`src/verilog/bolc_defines.vh`:
```
// Constants shared by the serial link controller and its FIFO.
// Assumes it is included by bare name from every design file that needs it.
`ifndef BOLC_DEFINES_VH
`define BOLC_DEFINES_VH

// Processor port register addresses.
`define BOLC_ADDR_DATA     6'h00
`define BOLC_ADDR_STATUS   6'h01

// FIFO shapes: 8 data bits plus one end-of-packet mark.
`define BOLC_FIFO_WIDTH    9
`define BOLC_RX_DEPTH      32
`define BOLC_RX_AW         5
`define BOLC_TX_DEPTH      16
`define BOLC_TX_AW         4

// Serial timing and framing.
`define BOLC_SLOT_COUNT    31
`define BOLC_MAX_RATE_KBPS 2048
`define BOLC_SLOT_RATE_KBPS 64
`define BOLC_LAST_BIT      3'h7
`define BOLC_STUFF_ONES    3'h5
`define BOLC_FLAG          8'h7e
`define BOLC_IDLE_ONES     8'hff
`define BOLC_WINDOW_FULL   4'h7
`define BOLC_CRC_INIT      16'hffff
`define BOLC_CRC_POLY      16'h8408
`define BOLC_CRC_GOOD      16'hf0b8

// Sticky status bit positions.
`define BOLC_ST_TX_DONE    0
`define BOLC_ST_RX_FRAME   1
`define BOLC_ST_FCS_ERR    2
`define BOLC_ST_RX_OVFL    3

`endif

```
`src/verilog/bolc_fifo.v`:
```
// Synchronous show-ahead FIFO used for the receive and transmit byte paths.
// Assumes push and pop come from logic on the same clock; DEPTH is 2**AW.
`include "bolc_defines.vh"

module bolc_fifo #(
  parameter WIDTH = `BOLC_FIFO_WIDTH,
  parameter DEPTH = `BOLC_TX_DEPTH,
  parameter AW    = `BOLC_TX_AW
) (
  // Clock and reset.
  input  wire             clk_in,
  input  wire             reset_in,
  // Fill side.
  input  wire             push_in,
  input  wire [WIDTH-1:0] data_in,
  // Drain side.
  input  wire             pop_in,
  output wire [WIDTH-1:0] data_out,
  // Level.
  output reg  [AW:0]      count_out,
  output wire             full_out,
  output wire             empty_out
);

  reg [WIDTH-1:0] mem [0:DEPTH-1];  // Storage words.
  reg [AW-1:0]    wr_ptr;           // Next word to write.
  reg [AW-1:0]    rd_ptr;           // Word shown at the output.
  wire            do_push;          // Accepted push.
  wire            do_pop;           // Accepted pop.

  assign full_out  = (count_out == DEPTH);
  assign empty_out = (count_out == {(AW+1){1'b0}});
  assign do_push   = push_in & ~full_out;
  assign do_pop    = pop_in & ~empty_out;
  assign data_out  = mem[rd_ptr];

  // Storage write; a push into a full FIFO is dropped.
  always @(posedge clk_in)
  begin
    if (do_push)
    begin
      mem[wr_ptr] <= data_in;
    end
  end

  // Pointers and level move together so full and empty stay honest.
  always @(posedge clk_in or posedge reset_in)
  begin
    if (reset_in)
    begin
      wr_ptr    <= {AW{1'b0}};
      rd_ptr    <= {AW{1'b0}};
      count_out <= {(AW+1){1'b0}};
    end
    else
    begin
      if (do_push)
        wr_ptr <= wr_ptr + 1'b1;
      if (do_pop)
        rd_ptr <= rd_ptr + 1'b1;
      if (do_push & ~do_pop)
        count_out <= count_out + 1'b1;
      else if (do_pop & ~do_push)
        count_out <= count_out - 1'b1;
    end
  end

endmodule // bolc_fifo

```
`src/verilog/bolc_link_controller.v`:
```
// Bit-oriented serial link controller: serial bus port, FIFOs, DMA and processor port.
// Assumes the processor and DMA run on ref_clk_in; serial pins are asynchronous.
`include "bolc_defines.vh"

module bolc_link_controller (
  // Master clock and reset.
  input  wire       ref_clk_in,
  input  wire       reset_in,
  // Processor port.
  input  wire [5:0] addr_in,
  input  wire       cs_n_in,
  input  wire       rd_n_in,
  input  wire       wr_n_in,
  input  wire [7:0] data_in,
  output reg  [7:0] data_out,
  output wire       data_oe_out,
  // DMA handshakes and interrupt.
  input  wire       tx_dma_ack_n_in,
  output reg        rx_dma_request_out,
  output wire       tx_dma_request_out,
  output wire       link_irq_out,
  // Serial bus port.
  input  wire       serial_clock_in,
  input  wire       frame_sync_or_tx_clock_in,
  input  wire       serial_line_in,
  output wire       serial_line_out,
  output wire       serial_line_oe_out,
  // Configuration.
  input  wire       mux_mode_in,
  input  wire [4:0] slot_select_in,
  input  wire       local_loop_in,
  input  wire       remote_loop_in,
  input  wire       transparent_in,
  input  wire       mode_56k_in,
  input  wire [5:0] rx_threshold_in,
  input  wire [4:0] tx_threshold_in,
  input  wire       tx_length_load_in,
  input  wire [7:0] tx_length_in,
  input  wire [3:0] irq_enable_in
);

  // Transmit engine states.
  localparam T_IDLE = 2'b00;
  localparam T_DATA = 2'b01;
  localparam T_FCS1 = 2'b10;
  localparam T_FCS2 = 2'b11;

  // One bit step of the reflected CRC-16 used for the FCS.
  function [15:0] bolc_crc_step;
    input [15:0] crc;
    input        bit_in;
    begin
      bolc_crc_step = (crc >> 1) ^ ((crc[0] ^ bit_in) ? `BOLC_CRC_POLY : 16'h0000);
    end
  endfunction

  // Serial pin synchronisers and edge history.
  reg [2:0] sclk_sync;        // Serial clock: two sync stages plus history.
  reg [2:0] fs_sync;          // Frame sync or transmit clock.
  reg [1:0] din_sync;         // Serial data in.
  wire      sclk_rise;        // Rising edge of the serial clock.
  wire      sclk_fall;        // Falling edge of the serial clock.
  wire      fs_fall;          // Falling edge of the transmit clock.
  wire      tx_edge;          // Transmit shift moment.
  // Slot position tracking.
  reg [7:0] rx_pos;           // Next bit position within the frame.
  reg [7:0] tx_pos;           // Transmit position in non-multiplexed mode.
  wire [7:0] rx_cur;          // Position of the bit sampled now.
  wire [7:0] tx_cur;          // Position of the bit shifted now.
  wire      rx_active;        // Sampled bit carries data in the programmed slot.
  wire      tx_slot;          // Shifted bit lies in the programmed slot.
  wire      tx_active;        // Shifted bit carries data.
  // Line and loopback.
  reg       line_bit;         // Transmitter output level.
  wire      rx_bit;           // Bit entering the receiver.
  // Transmit engine.
  reg [1:0] tx_state;         // Framing state.
  reg [7:0] tx_sh;            // Byte being shifted.
  reg [2:0] tx_cnt;           // Bits sent of this byte.
  reg [2:0] tx_ones;          // Consecutive ones sent.
  reg [15:0] tx_crc;          // Running transmit FCS.
  reg [7:0] tx_fcs_hi;        // Second FCS byte.
  reg       tx_eop_cur;       // Byte in shifter closes the packet.
  reg       tx_pop;           // Take the FIFO head.
  wire [15:0] tx_crc_n;       // FCS after this bit.
  // Receive engine.
  reg [7:0] rx_hist;          // Raw window for flag detection.
  reg [3:0] rx_hcnt;          // Valid bits in the window.
  reg [2:0] rx_ones;          // Ones in the destuffed stream.
  reg [7:0] rx_sh;            // Byte being assembled.
  reg [2:0] rx_cnt;           // Bits assembled.
  reg [15:0] rx_crc;          // Running receive FCS.
  reg [7:0] rx_pend;          // Last complete byte awaiting its mark.
  reg       rx_pend_v;        // Pending byte valid.
  reg       rx_push;          // Write to receive FIFO.
  reg [8:0] rx_push_data;     // Word written, mark in bit 8.
  reg [3:0] sticky_set;       // Events seen this cycle.
  wire [7:0] rx_hist_n;       // Window after this bit.
  wire      rx_out_bit;       // Bit leaving the window.
  // FIFO connections.
  wire [8:0] rx_head;         // Receive FIFO head.
  wire [5:0] rx_count;        // Receive FIFO level.
  wire      rx_full;          // Receive FIFO full.
  wire      rx_empty;         // Receive FIFO empty.
  wire [8:0] tx_head;         // Transmit FIFO head.
  wire [4:0] tx_count;        // Transmit FIFO level.
  wire      tx_full;          // Transmit FIFO full.
  wire      tx_empty;         // Transmit FIFO empty.
  // Processor port.
  reg       wr_prev;          // Write strobe one cycle ago.
  reg       rd_prev;          // Read strobe one cycle ago.
  reg [1:0] rd_kind;          // Read in progress: bit0 data, bit1 status.
  reg [7:0] tx_remaining;     // Bytes still to be loaded this packet.
  reg [3:0] sticky;           // Latched status events.
  wire      sel;              // Chip selected.
  wire      rd_end;           // Read strobe just released.
  wire      tx_push;          // Byte written to the transmit FIFO.
  wire      rx_pop;           // Byte read from the receive FIFO.
  wire      status_clear;     // Status read completed.
  wire [7:0] status;          // Status register image.

  always @(posedge ref_clk_in or posedge reset_in)
  begin
    if (reset_in)
    begin
      sclk_sync <= 3'h0;
      fs_sync   <= 3'h0;
      din_sync  <= 2'h3;
    end
    else
    begin
      sclk_sync <= {sclk_sync[1:0], serial_clock_in};
      fs_sync   <= {fs_sync[1:0], frame_sync_or_tx_clock_in};
      din_sync  <= {din_sync[0], serial_line_in};
    end
  end

  assign sclk_rise = sclk_sync[1] & ~sclk_sync[2];
  assign sclk_fall = ~sclk_sync[1] & sclk_sync[2];
  assign fs_fall   = ~fs_sync[1] & fs_sync[2];
  assign tx_edge   = mux_mode_in ? sclk_fall : fs_fall;

  assign rx_cur    = (mux_mode_in & fs_sync[1]) ? 8'h00 : rx_pos;
  assign tx_cur    = mux_mode_in ? rx_pos : tx_pos;
  assign rx_active = (~mux_mode_in | (rx_cur[7:3] == slot_select_in))
                     & ~(mode_56k_in & (rx_cur[2:0] == `BOLC_LAST_BIT));
  assign tx_slot   = ~mux_mode_in | (tx_cur[7:3] == slot_select_in);
  assign tx_active = tx_slot & ~(mode_56k_in & (tx_cur[2:0] == `BOLC_LAST_BIT));

  // Bit position counters advance on their own clock edges.
  always @(posedge ref_clk_in or posedge reset_in)
  begin
    if (reset_in)
    begin
      rx_pos <= 8'h00;
      tx_pos <= 8'h00;
    end
    else
    begin
      if (sclk_rise)
        rx_pos <= rx_cur + 8'h01;
      if (tx_edge & ~mux_mode_in)
        tx_pos <= tx_pos + 8'h01;
    end
  end

  assign rx_bit   = local_loop_in ? line_bit : din_sync[1];
  // Open-drain line: only a low is driven.
  assign serial_line_out    = 1'b0;
  assign serial_line_oe_out = ~line_bit;
  assign tx_crc_n = bolc_crc_step(tx_crc, tx_sh[0]);

  // Transmit engine: one bit per transmit edge, LSB first.
  always @(posedge ref_clk_in or posedge reset_in)
  begin
    if (reset_in)
    begin
      line_bit   <= 1'b1;
      tx_state   <= T_IDLE;
      tx_sh      <= `BOLC_FLAG;
      tx_cnt     <= 3'h0;
      tx_ones    <= 3'h0;
      tx_crc     <= `BOLC_CRC_INIT;
      tx_fcs_hi  <= 8'h00;
      tx_eop_cur <= 1'b0;
      tx_pop     <= 1'b0;
    end
    else
    begin
      tx_pop <= 1'b0;
      if (tx_edge)
      begin
        if (remote_loop_in)
        begin
          line_bit <= din_sync[1];
        end
        else if (~tx_active)
        begin
          line_bit <= 1'b1;
        end
        else if ((tx_state != T_IDLE) & ~transparent_in & (tx_ones == `BOLC_STUFF_ONES))
        begin
          line_bit <= 1'b0;
          tx_ones  <= 3'h0;
        end
        else
        begin
          line_bit <= tx_sh[0];
          tx_sh    <= {1'b1, tx_sh[7:1]};
          tx_cnt   <= tx_cnt + 3'h1;
          tx_ones  <= (tx_sh[0] & (tx_state != T_IDLE)) ? tx_ones + 3'h1 : 3'h0;
          if (tx_state == T_DATA)
            tx_crc <= tx_crc_n;
          if (tx_cnt == `BOLC_LAST_BIT)
          begin
            case (tx_state)
              T_FCS1:
              begin
                tx_sh    <= tx_fcs_hi;
                tx_state <= T_FCS2;
              end
              T_FCS2:
              begin
                tx_sh    <= `BOLC_FLAG;
                tx_state <= T_IDLE;
              end
              default:
              begin
                if ((tx_state == T_DATA) & ~transparent_in & (tx_eop_cur | tx_empty))
                begin
                  tx_sh     <= ~tx_crc_n[7:0];
                  tx_fcs_hi <= ~tx_crc_n[15:8];
                  tx_state  <= T_FCS1;
                end
                else if (~tx_empty)
                begin
                  tx_sh      <= tx_head[7:0];
                  tx_eop_cur <= tx_head[8];
                  tx_pop     <= 1'b1;
                  tx_state   <= T_DATA;
                  if (tx_state == T_IDLE)
                    tx_crc <= `BOLC_CRC_INIT;
                end
                else
                begin
                  tx_sh    <= transparent_in ? `BOLC_IDLE_ONES : `BOLC_FLAG;
                  tx_state <= T_IDLE;
                end
              end
            endcase
          end
        end
      end
    end
  end

  assign rx_hist_n  = {rx_bit, rx_hist[7:1]};
  assign rx_out_bit = rx_hist[1];

  // Receive engine: one bit per rising serial clock in the programmed slot.
  always @(posedge ref_clk_in or posedge reset_in)
  begin
    if (reset_in)
    begin
      rx_hist      <= 8'h00;
      rx_hcnt      <= 4'h0;
      rx_ones      <= 3'h0;
      rx_sh        <= 8'h00;
      rx_cnt       <= 3'h0;
      rx_crc       <= `BOLC_CRC_INIT;
      rx_pend      <= 8'h00;
      rx_pend_v    <= 1'b0;
      rx_push      <= 1'b0;
      rx_push_data <= 9'h000;
      sticky_set   <= 4'h0;
    end
    else
    begin
      rx_push    <= 1'b0;
      sticky_set <= {rx_push & rx_full, 1'b0, 1'b0, tx_state == T_FCS2 & tx_edge
                     & (tx_cnt == `BOLC_LAST_BIT) & ~remote_loop_in & tx_active};
      if (sclk_rise & rx_active)
      begin
        if (transparent_in)
        begin
          rx_sh  <= {rx_bit, rx_sh[7:1]};
          rx_cnt <= rx_cnt + 3'h1;
          if (rx_cnt == `BOLC_LAST_BIT)
          begin
            rx_push      <= 1'b1;
            rx_push_data <= {1'b0, rx_bit, rx_sh[7:1]};
          end
        end
        else if (rx_hist_n == `BOLC_FLAG)
        begin
          if (rx_pend_v)
          begin
            rx_push       <= 1'b1;
            rx_push_data  <= {1'b1, rx_pend};
            sticky_set[`BOLC_ST_RX_FRAME] <= 1'b1;
            sticky_set[`BOLC_ST_FCS_ERR]  <= (rx_crc != `BOLC_CRC_GOOD);
          end
          rx_hcnt   <= 4'h0;
          rx_cnt    <= 3'h0;
          rx_ones   <= 3'h0;
          rx_pend_v <= 1'b0;
          rx_crc    <= `BOLC_CRC_INIT;
          rx_hist   <= rx_hist_n;
        end
        else
        begin
          rx_hist <= rx_hist_n;
          if (rx_hcnt != `BOLC_WINDOW_FULL)
            rx_hcnt <= rx_hcnt + 4'h1;
          else if (~rx_out_bit & (rx_ones == `BOLC_STUFF_ONES))
            rx_ones <= 3'h0;
          else
          begin
            rx_ones <= rx_out_bit ? rx_ones + {2'b00, rx_ones != 3'h7} : 3'h0;
            rx_sh   <= {rx_out_bit, rx_sh[7:1]};
            rx_crc  <= bolc_crc_step(rx_crc, rx_out_bit);
            rx_cnt  <= rx_cnt + 3'h1;
            if (rx_cnt == `BOLC_LAST_BIT)
            begin
              rx_pend   <= {rx_out_bit, rx_sh[7:1]};
              rx_pend_v <= 1'b1;
              if (rx_pend_v)
              begin
                rx_push      <= 1'b1;
                rx_push_data <= {1'b0, rx_pend};
              end
            end
          end
        end
      end
    end
  end

  bolc_fifo #(
    .WIDTH (`BOLC_FIFO_WIDTH),
    .DEPTH (`BOLC_RX_DEPTH),
    .AW    (`BOLC_RX_AW)
  ) u_rx_fifo (
    .clk_in    (ref_clk_in),
    .reset_in  (reset_in),
    .push_in   (rx_push),
    .data_in   (rx_push_data),
    .pop_in    (rx_pop),
    .data_out  (rx_head),
    .count_out (rx_count),
    .full_out  (rx_full),
    .empty_out (rx_empty)
  );

  bolc_fifo #(
    .WIDTH (`BOLC_FIFO_WIDTH),
    .DEPTH (`BOLC_TX_DEPTH),
    .AW    (`BOLC_TX_AW)
  ) u_tx_fifo (
    .clk_in    (ref_clk_in),
    .reset_in  (reset_in),
    .push_in   (tx_push),
    .data_in   ({tx_remaining == 8'h01, data_in}),
    .pop_in    (tx_pop),
    .data_out  (tx_head),
    .count_out (tx_count),
    .full_out  (tx_full),
    .empty_out (tx_empty)
  );

  assign sel          = ~cs_n_in;
  assign data_oe_out  = sel & ~rd_n_in;
  assign rd_end       = rd_n_in & rd_prev;
  assign tx_push      = ~wr_n_in & wr_prev
                        & ((sel & (addr_in == `BOLC_ADDR_DATA)) | ~tx_dma_ack_n_in);
  assign rx_pop       = rd_end & rd_kind[0];
  assign status_clear = rd_end & rd_kind[1];
  assign status = {tx_empty, rx_dma_request_out, sticky, rx_head[8], ~rx_empty};

  always @(posedge ref_clk_in or posedge reset_in)
  begin
    if (reset_in)
    begin
      wr_prev      <= 1'b1;
      rd_prev      <= 1'b0;
      rd_kind      <= 2'b00;
      data_out     <= 8'h00;
      tx_remaining <= 8'h00;
    end
    else
    begin
      wr_prev  <= wr_n_in;
      rd_prev  <= sel & ~rd_n_in;
      rd_kind  <= {sel & ~rd_n_in & (addr_in == `BOLC_ADDR_STATUS),
                   sel & ~rd_n_in & (addr_in == `BOLC_ADDR_DATA)};
      data_out <= (addr_in == `BOLC_ADDR_STATUS) ? status : rx_head[7:0];
      if (tx_length_load_in)
        tx_remaining <= tx_length_in;
      else if (tx_push & ~tx_full & (tx_remaining != 8'h00))
        tx_remaining <= tx_remaining - 8'h01;
    end
  end

  always @(posedge ref_clk_in or posedge reset_in)
  begin
    if (reset_in)
      sticky <= 4'h0;
    else
      sticky <= (sticky & ~{4{status_clear}}) | sticky_set;
  end
  assign link_irq_out = |(sticky & irq_enable_in);

  always @(posedge ref_clk_in or posedge reset_in)
  begin
    if (reset_in)
      rx_dma_request_out <= 1'b0;
    else if (rx_pop & rx_head[8])
      rx_dma_request_out <= 1'b0;
    else if (rx_push & ~rx_full
             & ((rx_count + 6'h01 == rx_threshold_in) | rx_push_data[8]))
      rx_dma_request_out <= 1'b1;
    else if (rx_empty)
      rx_dma_request_out <= 1'b0;
  end

  assign tx_dma_request_out = (tx_remaining != 8'h00) & ~tx_full
                              & (tx_count <= tx_threshold_in)
                              & ~(~tx_dma_ack_n_in & (tx_remaining == 8'h01));

endmodule // bolc_link_controller
```
`config.mk`:
```
export PLATFORM = sky130hd
export DESIGN_NAME = bolc_link_controller
export DESIGN_NICKNAME = d
export VERILOG_FILES = /design/src/verilog/bolc_fifo.v /design/src/verilog/bolc_link_controller.v
export VERILOG_INCLUDE_DIRS = /design/src /design/src/verilog
export SDC_FILE = /design/constraint.sdc
export NUM_CORES = 1
export LEC_CHECK = 0
export ABC_AREA = 1
export BUFFER_PORTS_ARGS = -buffer_cell sky130_fd_sc_hd__buf_2
export CAP_MARGIN = 15
export CORE_MARGIN = 4
export CORE_UTILIZATION = 60
export DETAILED_ROUTE_END_ITERATION = 6
export PLACE_DENSITY_LB_ADDON = 0.12
export SYNTH_ARGS = -nofsm -noshare
export SYNTH_HDL_FRONTEND = slang
export SYNTH_HIERARCHICAL = 1
export SYNTH_SLANG_ARGS = --single-unit
export TNS_END_PERCENT = 50
```
`constraint.sdc`:
```
create_clock -name ref_clk_in -period 8.07 [get_ports ref_clk_in]
set_clock_uncertainty 0.05 [all_clocks]
set_input_delay 2.421 -clock ref_clk_in [delete_from_list [all_inputs] [get_ports ref_clk_in]]
set_output_delay 2.421 -clock ref_clk_in [all_outputs]
set_load 0.01 [all_outputs]
```
# [After elaboration in Yosys (flattened, before gate mapping)]
# Memories as Yosys holds them, arrays and structs flattened.
# Index checks and enable logic that the tools add are counted.
[classes] n_addsub=16 order_cmp=1 n_eq_ne=30 mux=88 n_bitwise=89 n_reduce_logical=28
[op_table] cell="$mux 16" count=11
[op_table] cell="$mux 8" count=13
[op_table] cell="$mux 9" count=8
[op_table] cell="$and 1x1->1" count=45
[op_table] cell="$mux 1" count=33
[op_table] cell="$xor 15x16->16" count=2
[op_table] cell="$mux 3" count=10
[op_table] cell="$not 1->1" count=29
[op_table] cell="$eq 3x3->1 const B" count=6
[op_table] cell="$add 8x1->8 const B" count=2
[op_table] cell="$ne 16x16->1 const B" count=1
[op_table] cell="$not 8->8" count=2
[op_table] cell="$pmux 8 s2" count=1
[op_table] cell="$add 5x1->5 const B" count=3
[op_table] cell="$reduce_and 7->1" count=2
[op_table] cell="$add 4x1->4 const B" count=3
[op_table] cell="$logic_not 6->1" count=2
[op_table] cell="$mux 6" count=2
[op_table] cell="$ne 3x3->1 const B" count=4
[op_table] cell="$reduce_and 3->1" count=4
[op_table] cell="$reduce_and 4->1" count=3
[op_table] cell="$reduce_bool 2->1" count=6
[op_table] cell="$eq 5x5->1" count=2
[op_table] cell="$mux 2" count=5
[op_table] cell="other kinds (37)" count=53
[totals] ff_bits=186 ramBits=432 out_inout_bits=14 word_cells=292 n_memories=2
[mem_list] name="u_rx_fifo.mem" words=32 width=9 read_ports=1 rd_clocked_by_memory_dff=0 wr=1 line_no="bolc_fifo.v:25" text="reg [WIDTH-1:0] mem [0:DEPTH-1];"
[mem_list] name="u_tx_fifo.mem" words=16 width=9 read_ports=1 rd_clocked_by_memory_dff=0 wr=1 line_no="bolc_fifo.v:25"

# [Depth between registers and ports, before layout]
# Gate-level depths: netlist of the first run.
[depth] depth_word=10 depth_mapped=18 depth_no_buf=17

# [Modules after synthesis]
# Netlist of the first run, hierarchy kept.
[modules_own_cells] module="bolc_fifo at u_rx_fifo" n_inst=1 cells_each=1273 area_each_um2=13265.2 seq_area_each_um2=9048.7
[modules_own_cells] module="bolc_link_controller" n_inst=1 cells_each=1003 area_each_um2=8066.5 seq_area_each_um2=3881.2
[modules_own_cells] module="bolc_fifo at u_tx_fifo" n_inst=1 cells_each=682 area_each_um2=6917.9 seq_area_each_um2=4649.5

# [Worst setup path before layout of the first run]
# No wires, ideal clock.
[synth_timing] path_type="input-to-output" startpoint="input port tx_threshold_in[4]" endpoint="output port tx_dma_request_out" arrival_ps=3203 required_time_ps=5599 path_slack_ps=2396 path_stages=7 path_buffers=0 cell_sequence="inv_1 > ha_1 > a21oi_1 > o21ai_0 > nor2_1 > a21oi_1 > nor2_1"
[synth_via] elab_chain_len=3
[synth_rtl] item="from (decl)" line_no="bolc_link_controller.v:36" text="input wire [4:0] tx_threshold_in,"
[synth_rtl] item="$le 5x5->1" line_no="bolc_link_controller.v:427" text="& (tx_count <= tx_threshold_in)"
[synth_rtl] item="$and 1x1->1" line_no="bolc_link_controller.v:427"
[synth_rtl] item="$and 1x1->1" line_no="bolc_link_controller.v:428" text="& ~(~tx_dma_ack_n_in & (tx_remaining == 8'h01));"
[synth_rtl] item="to (decl)" line_no="bolc_link_controller.v:20" text="output wire tx_dma_request_out,"
# No other way between the ends.

# [Worst setup path after layout of the first run]
# Ends and elaborated chain as after synthesis.

==> flow_summary.ini, run 1 <==
[run_status]
status = finished, final reports clean

[clocking]
clockBufferDepth = 3
clkTransAtPathRegs_ns = 0.06
cts_hold_buf = 0
cts_repair_resize_count = 0
post-cts-setup-buffer-count = 0
h-tree-depth = 2
cts_sinks = 614
cts-root-buf = clkbuf_16
clk-insertion-delay-late_ns = 0.62
cts_buffers = 61
cts_tree = done

[critical_path]
cp_data_arrival_time_ns = 3.46
worst-path-max-fanout = 3
r2r-start = u_rx_fifo/rd_ptr[0]
ff2ff_path_depth = 13
crit_required_ns = 5.60
endpoint_kind = output port
start_kind = input pin
setup.worst_path.start = tx_threshold_in[4]
path_class = input pin to output port

[drt]
routed_wl_mm = 64.4
drt_iter0_markers = 2088
drc = 0
route.detailed.wl_per_inst_um = 17.5
firstDrtPassIters = 6
via_per_inst = 5.46
ant_nets = 0
vias = 20100

[global_routing]
grt_antenna_before_repair = 0
globalRouteTotalUtil = 0.254
gr-total-overflow = 0
grt_pass1_vias = 19300
grt_max_degree = 97
grt_pass1_wl_mm = 102

[synth]
syn_inst = 2958
ys_ff_latch = 614
syn_area_per_cell_um2 = 9.55
yosys.area.top_type = edfxtp_1
synth_cell_type_count = 49
yosysTopAreaCellShare = 0.459
yosysWarnings = 6
netlist_area_um2 = 28200
yosysSeqAreaShare = 0.622
syn_nets = 3057
synthTopCellsByArea = edfxtp_1, nand2_1, dfrtp_1

[power_and_ir_drop]
ir_drop_v = 0.000212
power_density_nw_per_um2 = 243
leakagePower_nw = 13.9

[timing]
hold_violations = 0
finalSetupViolCount = 0
tns_ns = 0
rsz0062_at_grt = no
hold-worst-slack_ns = 0.306
worst_slack_ns = 2.14
timing.final.crit_share = 0.735
min_period_ns = 5.93
max_freq_mhz = 169
maxSlewHeadroom = 0.348
tightestPinTransition_ns = 0.979
timing.final.max_slew_violations = 0

[layout]
drive_gt1_frac = 0.101
layout.nets = 3125
final_design_area_no_fill_um2 = 31100
num_antenna_cells = 0
area_growth_pct = 10.2

[die]
chipHeight_um = 225
initial_utilization = 0.607
rows = 79
die-area_um2 = 50600
core_um2 = 46600
dieWidth_um = 225
num_io_pins = 71

[place]
place_congestion = 0.885
postPlaceCellArea_um2 = 29100
pre_cts_ws_ns = 2.12
numPortBuffers = 69
dp_hpwl_mm = 40.8

[job]
drv_cap = 0

[worst_hold_path]
hold_depth = 0
hold_class = register to register
hp-start = fs_sync[0]
## critical path: stages
cell and delay [ns]:
buf_2 0.07, inv_1 0.04, ha_1 0.29, nand2_1 0.08, nor3_1 0.19, nor2_1 0.07
a21oi_1 0.11, nor2_1 0.05, buf_2 0.13
## through the flow
stage | util | power [W] | instances
global placement | 0.625 | 0.00476 | 3568
CTS | 0.668 | 0.00761 | 3683
floorplan | - | 0.00449 | 2958
detailed placement | 0.625 | 0.00483 | 3569
global route | 0.669 | 0.00791 | 3684
finish | 0.669 | 0.00756 | 3684
## power by group
| part | switching (W) | internal [W] | leakage, nW |
|---|---|---|---|
| logic | 0.000665 | 0.000335 | 6.80 |
| registers | 0.000174 | 0.00360 | 6.11 |
| clock network | 0.00118 | 0.00161 | 0.993 |
| total | 0.00202 | 0.00555 | 13.9 |
## Yosys cell counts, drive strengths merged
cell type	instances
nor2	169
a31oi	2
buf	73
a21oi	43
o22ai	3
nand2	1005
o21ai	120
conb	1
xor2	31
clkinv	9
a22oi	1
nor3	44
and2	1
fa	2
inv	359
and3	1
ha	40
xnor2	13
or2	14
edfxtp	432
nor4	6
nand3b	2
o21a	4
o31ai	1
dfrtp	140
dfstp	42
clkbuf	38
o211ai	16
o21bai	5
nor3b	1
nand3	322
nand4	18
## path summary, 6_finish.rpt
check / endpoint / slack [ns]
setup reg to reg: rx_dma_request_out / 4.40
min in group asynchronous: u_tx_fifo/count_out[2] / 1.82
max in group asynchronous: rx_dma_request_out / 4.71
setup / recovery: tx_dma_request_out / 2.14
hold reg to reg: fs_sync[1] / 0.31
hold / removal: fs_sync[1] / 0.31
## logic make-up after synthesis
kind of cell             Yosys count  synth area share
adder cells (fa/ha/maj)           42            0.0191
XOR/XNOR                          44            0.0136
flip-flops                       614             0.622
buffers and inverters            479            0.0714
AO/OA/AOI/OAI                    195            0.0376
AND/OR/NAND/NOR                 1583             0.236
other                              1          0.000133
## flip-flops by register name, summed over array words and instances, names as in the netlist, 4 cells and up
signal               cells
rx_hist                  7
rx_crc                  16
u_tx_fifo/rd_ptr         4
rx_pend                  8
rx_hcnt                  4
sticky                   4
tx_crc                  16
rx_pos                   8
u_rx_fifo/wr_ptr         5
rx_push_data             9
u_rx_fifo/rd_ptr         5
tx_fcs_hi                8
sticky_set               4
tx_sh                    8
tx_pos                   6
tx_remaining             8
u_tx_fifo/wr_ptr         4
u_tx_fifo/count_out      5
u_rx_fifo/mem          288
u_tx_fifo/mem          144
rx_sh                    7
u_rx_fifo/count_out      6
data_out                 8
## layout make-up
type	count	area, µm²
clock buffer	83	1740
clock inverter	31	243
fill	3663	15400
inverter	368	1400
multi-input combinational	1865	8680
sequential	614	17600
tap	607	759
timing repair buffer	116	716
## cell usage in the layout (no fill, tap or decap), types with 3 or more instances in the layout
cell	n
nand2_1	994
edfxtp_1	432
inv_1	347
nand3_1	317
nor2_1	164
dfrtp_1	137
o21ai_0	117
buf_2	70
clkbuf_16	64
buf_4	45
a21oi_1	42
dfstp_2	42
nor3_1	41
ha_1	40
xor2_1	31
nand4_1	17
o211ai_1	16
clkinv_2	16
clkinv_1	15
or2_2	14
xnor2_1	13
clkbuf_1	12
inv_2	10
clkbuf_8	7
nand2_4	6
nor4_1	6
nand2_2	5
o21bai_1	5
nand3_2	4
o21a_1	4
inv_6	4
o21ai_1	3
o22ai_1	3
bufinv_16	3
nor3_2	3
## per-layer routing
layer / vias up / routed length, µm / part of all wire / track usage
met5: - / 0 / 0 / 0
met4: 0 / 1540 / 0.024 / 0.0688
met3: 109 / 4190 / 0.065 / 0.0397
met2: 644 / 31200 / 0.49 / 0.420
met1: 9592 / 27400 / 0.43 / 0.357
li1: 9753 / - / - / -
No activity file was read; power rests on OpenSTA's default activity.
==> inputs of run 2 (changes only) <==
ABC_AREA = 0   (was 1)
clock period = 5.5 ns   (was 8.07 ns; I/O delays follow)
==> run 2 against run 1 <==
Compared with the run above: first-iteration DRC count is 48% lower; cell count decreased by 38%; sequential cell count decreased by 3; critical endpoint unchanged; register-to-register slack lost 2.2 ns; global-route usage down 2.2 points; clock power rose by 35%; synthesized cell count down 46%; non-clock buffer count fell by 16; via count decreased by 30%; clock-buffer cell count grew 2.
==> flow_summary.ini, run 2 <==
[clocking]
cts-root-buf = clkbuf_16
clkTransAtPathRegs_ns = 0.06
clk-insertion-delay-late_ns = 0.61
cts_buffers = 59
clockBufferDepth = 3
cts_sinks = 611
cts_tree = done
post-cts-setup-buffer-count = 0
cts_hold_buf = 0
cts_repair_resize_count = 0
h-tree-depth = 2

[synth]
synth_common_cells = edfxtp_1, dfrtp_1, nor2_1, mux2i_1, nand2_1
synthTopCellsByArea = edfxtp_1, dfrtp_1, mux4_2
ys_ff_latch = 611
netlist_area_um2 = 25800
synth-edff-count = 432
yosysSeqAreaShare = 0.678
synth_cell_type_count = 93
yosys.area.top_type = edfxtp_1
syn_inst = 1602
yosys.cell_count.top_type = edfxtp_1
syn_area_per_cell_um2 = 16.1
async_reset_ff_frac = 0.293
synth_ff_type = edfxtp_1
yosysTopAreaCellShare = 0.502
syn_nets = 1701
yosysWarnings = 6

[layout]
drive_gt1_frac = 0.219
area_growth_pct = 10.5
largest_register_ffs = 288
top_register = u_rx_fifo/mem
final_design_area_no_fill_um2 = 28500
layout.nets = 1785
instances_no_fill = 2273
final_common_cell = edfxtp_1
reg_top3 = u_rx_fifo/mem: 288 flops, u_tx_fifo/mem: 144 flops
mostFrequentLayoutCells = edfxtp_1, dfrtp_1, nor2_1

[timing]
hold_violations = 0
rsz0062_at_grt = no
min_period_ns = 4.86
maxSlewHeadroom = 0.249
timing.final.crit_share = 0.884
timing.final.max_slew_violations = 0
finalSetupViolCount = 0
tightestPinTransition_ns = 1.13
max_freq_mhz = 206
tns_ns = 0

[drt]
firstDrtPassIters = 5
route.detailed.wl_per_inst_um = 23.2
routed_wl_mm = 52.8
drc = 0
via_per_inst = 6.23
ant_nets = 0
drt_iter0_markers = 1080
vias = 14200

[die]
core_um2 = 42200
initial_utilization = 0.612
chipHeight_um = 215
dieWidth_um = 215
die-area_um2 = 46400
rows = 75
num_io_pins = 71

[critical_path]
cp_data_arrival_time_ns = 3.16
cp_slowest_cell = ha_1
endpoint_kind = output port
worst-r2r-setup-slack_ns = 2.17
crit_required_ns = 3.80
setup.worst_path.start = tx_threshold_in[1]
start_kind = input pin
r2r-start = u_rx_fifo/rd_ptr[0]
r2r-end = data_out[2]
crit_chain = buf_2 -> inv_1 -> ha_1 -> nor2b_1 -> o21a_1 -> o21a_1 -> o21ai_0 -> nand2b_1 -> a221oi_1 -> buf_2
ff2ff_path_depth = 5
cp_slowest_stage_delay_ns = 0.29
worst-path-max-fanout = 2
path_class = input pin to output port

[global_routing]
grt_pass1_wl_mm = 84.2
gr-total-overflow = 0
globalRouteTotalUtil = 0.232
grt_pass1_vias = 14500
grt_max_degree = 83
grt_antenna_before_repair = 4

[power_and_ir_drop]
swShare = 0.234
ir_drop_v = 0.000292
combPwrFrac = 0.088
p_switching_w = 0.00237
seqPwrFrac = 0.540
leakagePower_nw = 10.4
power_density_nw_per_um2 = 355
p_int_w = 0.00777
clkPwrFrac = 0.372

[worst_hold_path]
whs_endpoint = fs_sync[1]
hold_class = register to register
hold_depth = 0
hp-start = fs_sync[0]

[place]
dpl.cell_count = 2157
place_congestion = 0.809
dp_hpwl_mm = 33.9
numPortBuffers = 69
postPlaceCellArea_um2 = 26600

[job]
drv_cap = 0

[run_status]
status = finished, final reports clean
## run 2: cell types whose count changed after synthesis, sizes merged, moves of 67 or more
| cell | previous run | this run |
|---|---|---|
| inv | 359 | 45 |
| mux2i | 0 | 82 |
| mux4 | 0 | 72 |
| nand2 | 1005 | 67 |
| nand3 | 322 | 19 |
| nor2 | 169 | 92 |
| o21ai | 120 | 53 |
## run 2: final cells by class
cell class / instances / area, µm²
clock inverters: 23 / 155
fillers: 2892 / 13700
multi-input cells: 868 / 7680
flip-flops and latches: 611 / 17500
diodes: 1 / 2.50
repair buffers: 100 / 673
inverters: 46 / 176
clock buffers: 85 / 1670
well taps: 539 / 674
## run 2: cell families (layout without fill, tap and decap cells)
logic type,Yosys count,in the layout,share of synthesized area
flops,611,611,0.678
simple gates,290,290,0.0591
compound gates,281,281,0.0809
mux,207,207,0.120
buf+inv,123,254,0.0255
xor+xnor,47,47,0.0159
fa+ha+maj,42,42,0.0209
other cells,1,2,0.000145
## run 2: worst max path at each step
| stage | to | slack [ns] | depth (start not counted) |
|---|---|---|---|
| detailed placement | u_tx_fifo/count_out[4] | 0.61 | 12 |
| global placement | u_tx_fifo/count_out[4] | 0.66 | 12 |
| floorplan | tx_dma_request_out | 0.82 | 8 |
| finish | tx_dma_request_out | 0.64 | 10 |
| global route | tx_dma_request_out | 0.51 | 10 |
| CTS | tx_dma_request_out | 0.62 | 10 |
## run 2: worst max-delay path: cells and delay by family
family          cells  cell delay, ns
buf+inv             3            0.29
fa+ha+maj           1            0.29
compound gates      4            0.72
simple gates        2            0.21
## run 2: power groups by stage
stage / logic [W] / clock network [W] / registers, W
after detailed placement: 0.000861 / 0 / 0.00558
after CTS: 0.000868 / 0.00386 / 0.00549
after floorplan: 0.000690 / 0 / 0.00546
after global routing: 0.00102 / 0.00409 / 0.00552
final: 0.000890 / 0.00377 / 0.00548
after global placement: 0.000822 / 0 / 0.00557
## run 2: stage by stage
| step | util | setup slack [ns] | hold slack [ns] | total power [W] |
|---|---|---|---|---|
| after CTS | 0.673 | 0.624 | 0.306 | 0.0102 |
| after global routing | 0.676 | 0.508 | 0.312 | 0.0106 |
| after floorplan | - | 0.819 | 0.281 | 0.00615 |
| after detailed placement | 0.629 | 0.612 | 0.293 | 0.00644 |
| final | 0.676 | 0.639 | 0.302 | 0.0101 |
| after global placement | 0.629 | 0.657 | 0.283 | 0.00639 |
## run 2: routing by layer
metal  routed length [µm]  global-route usage  share of wire  up-vias
li1                     -                   -              -     6427
met1                22500               0.331           0.43     7203
met2                25800               0.378           0.49      440
met3                 3150              0.0390          0.060       88
met4                 1330              0.0627          0.025        6
met5                   30                   0        0.00057        -
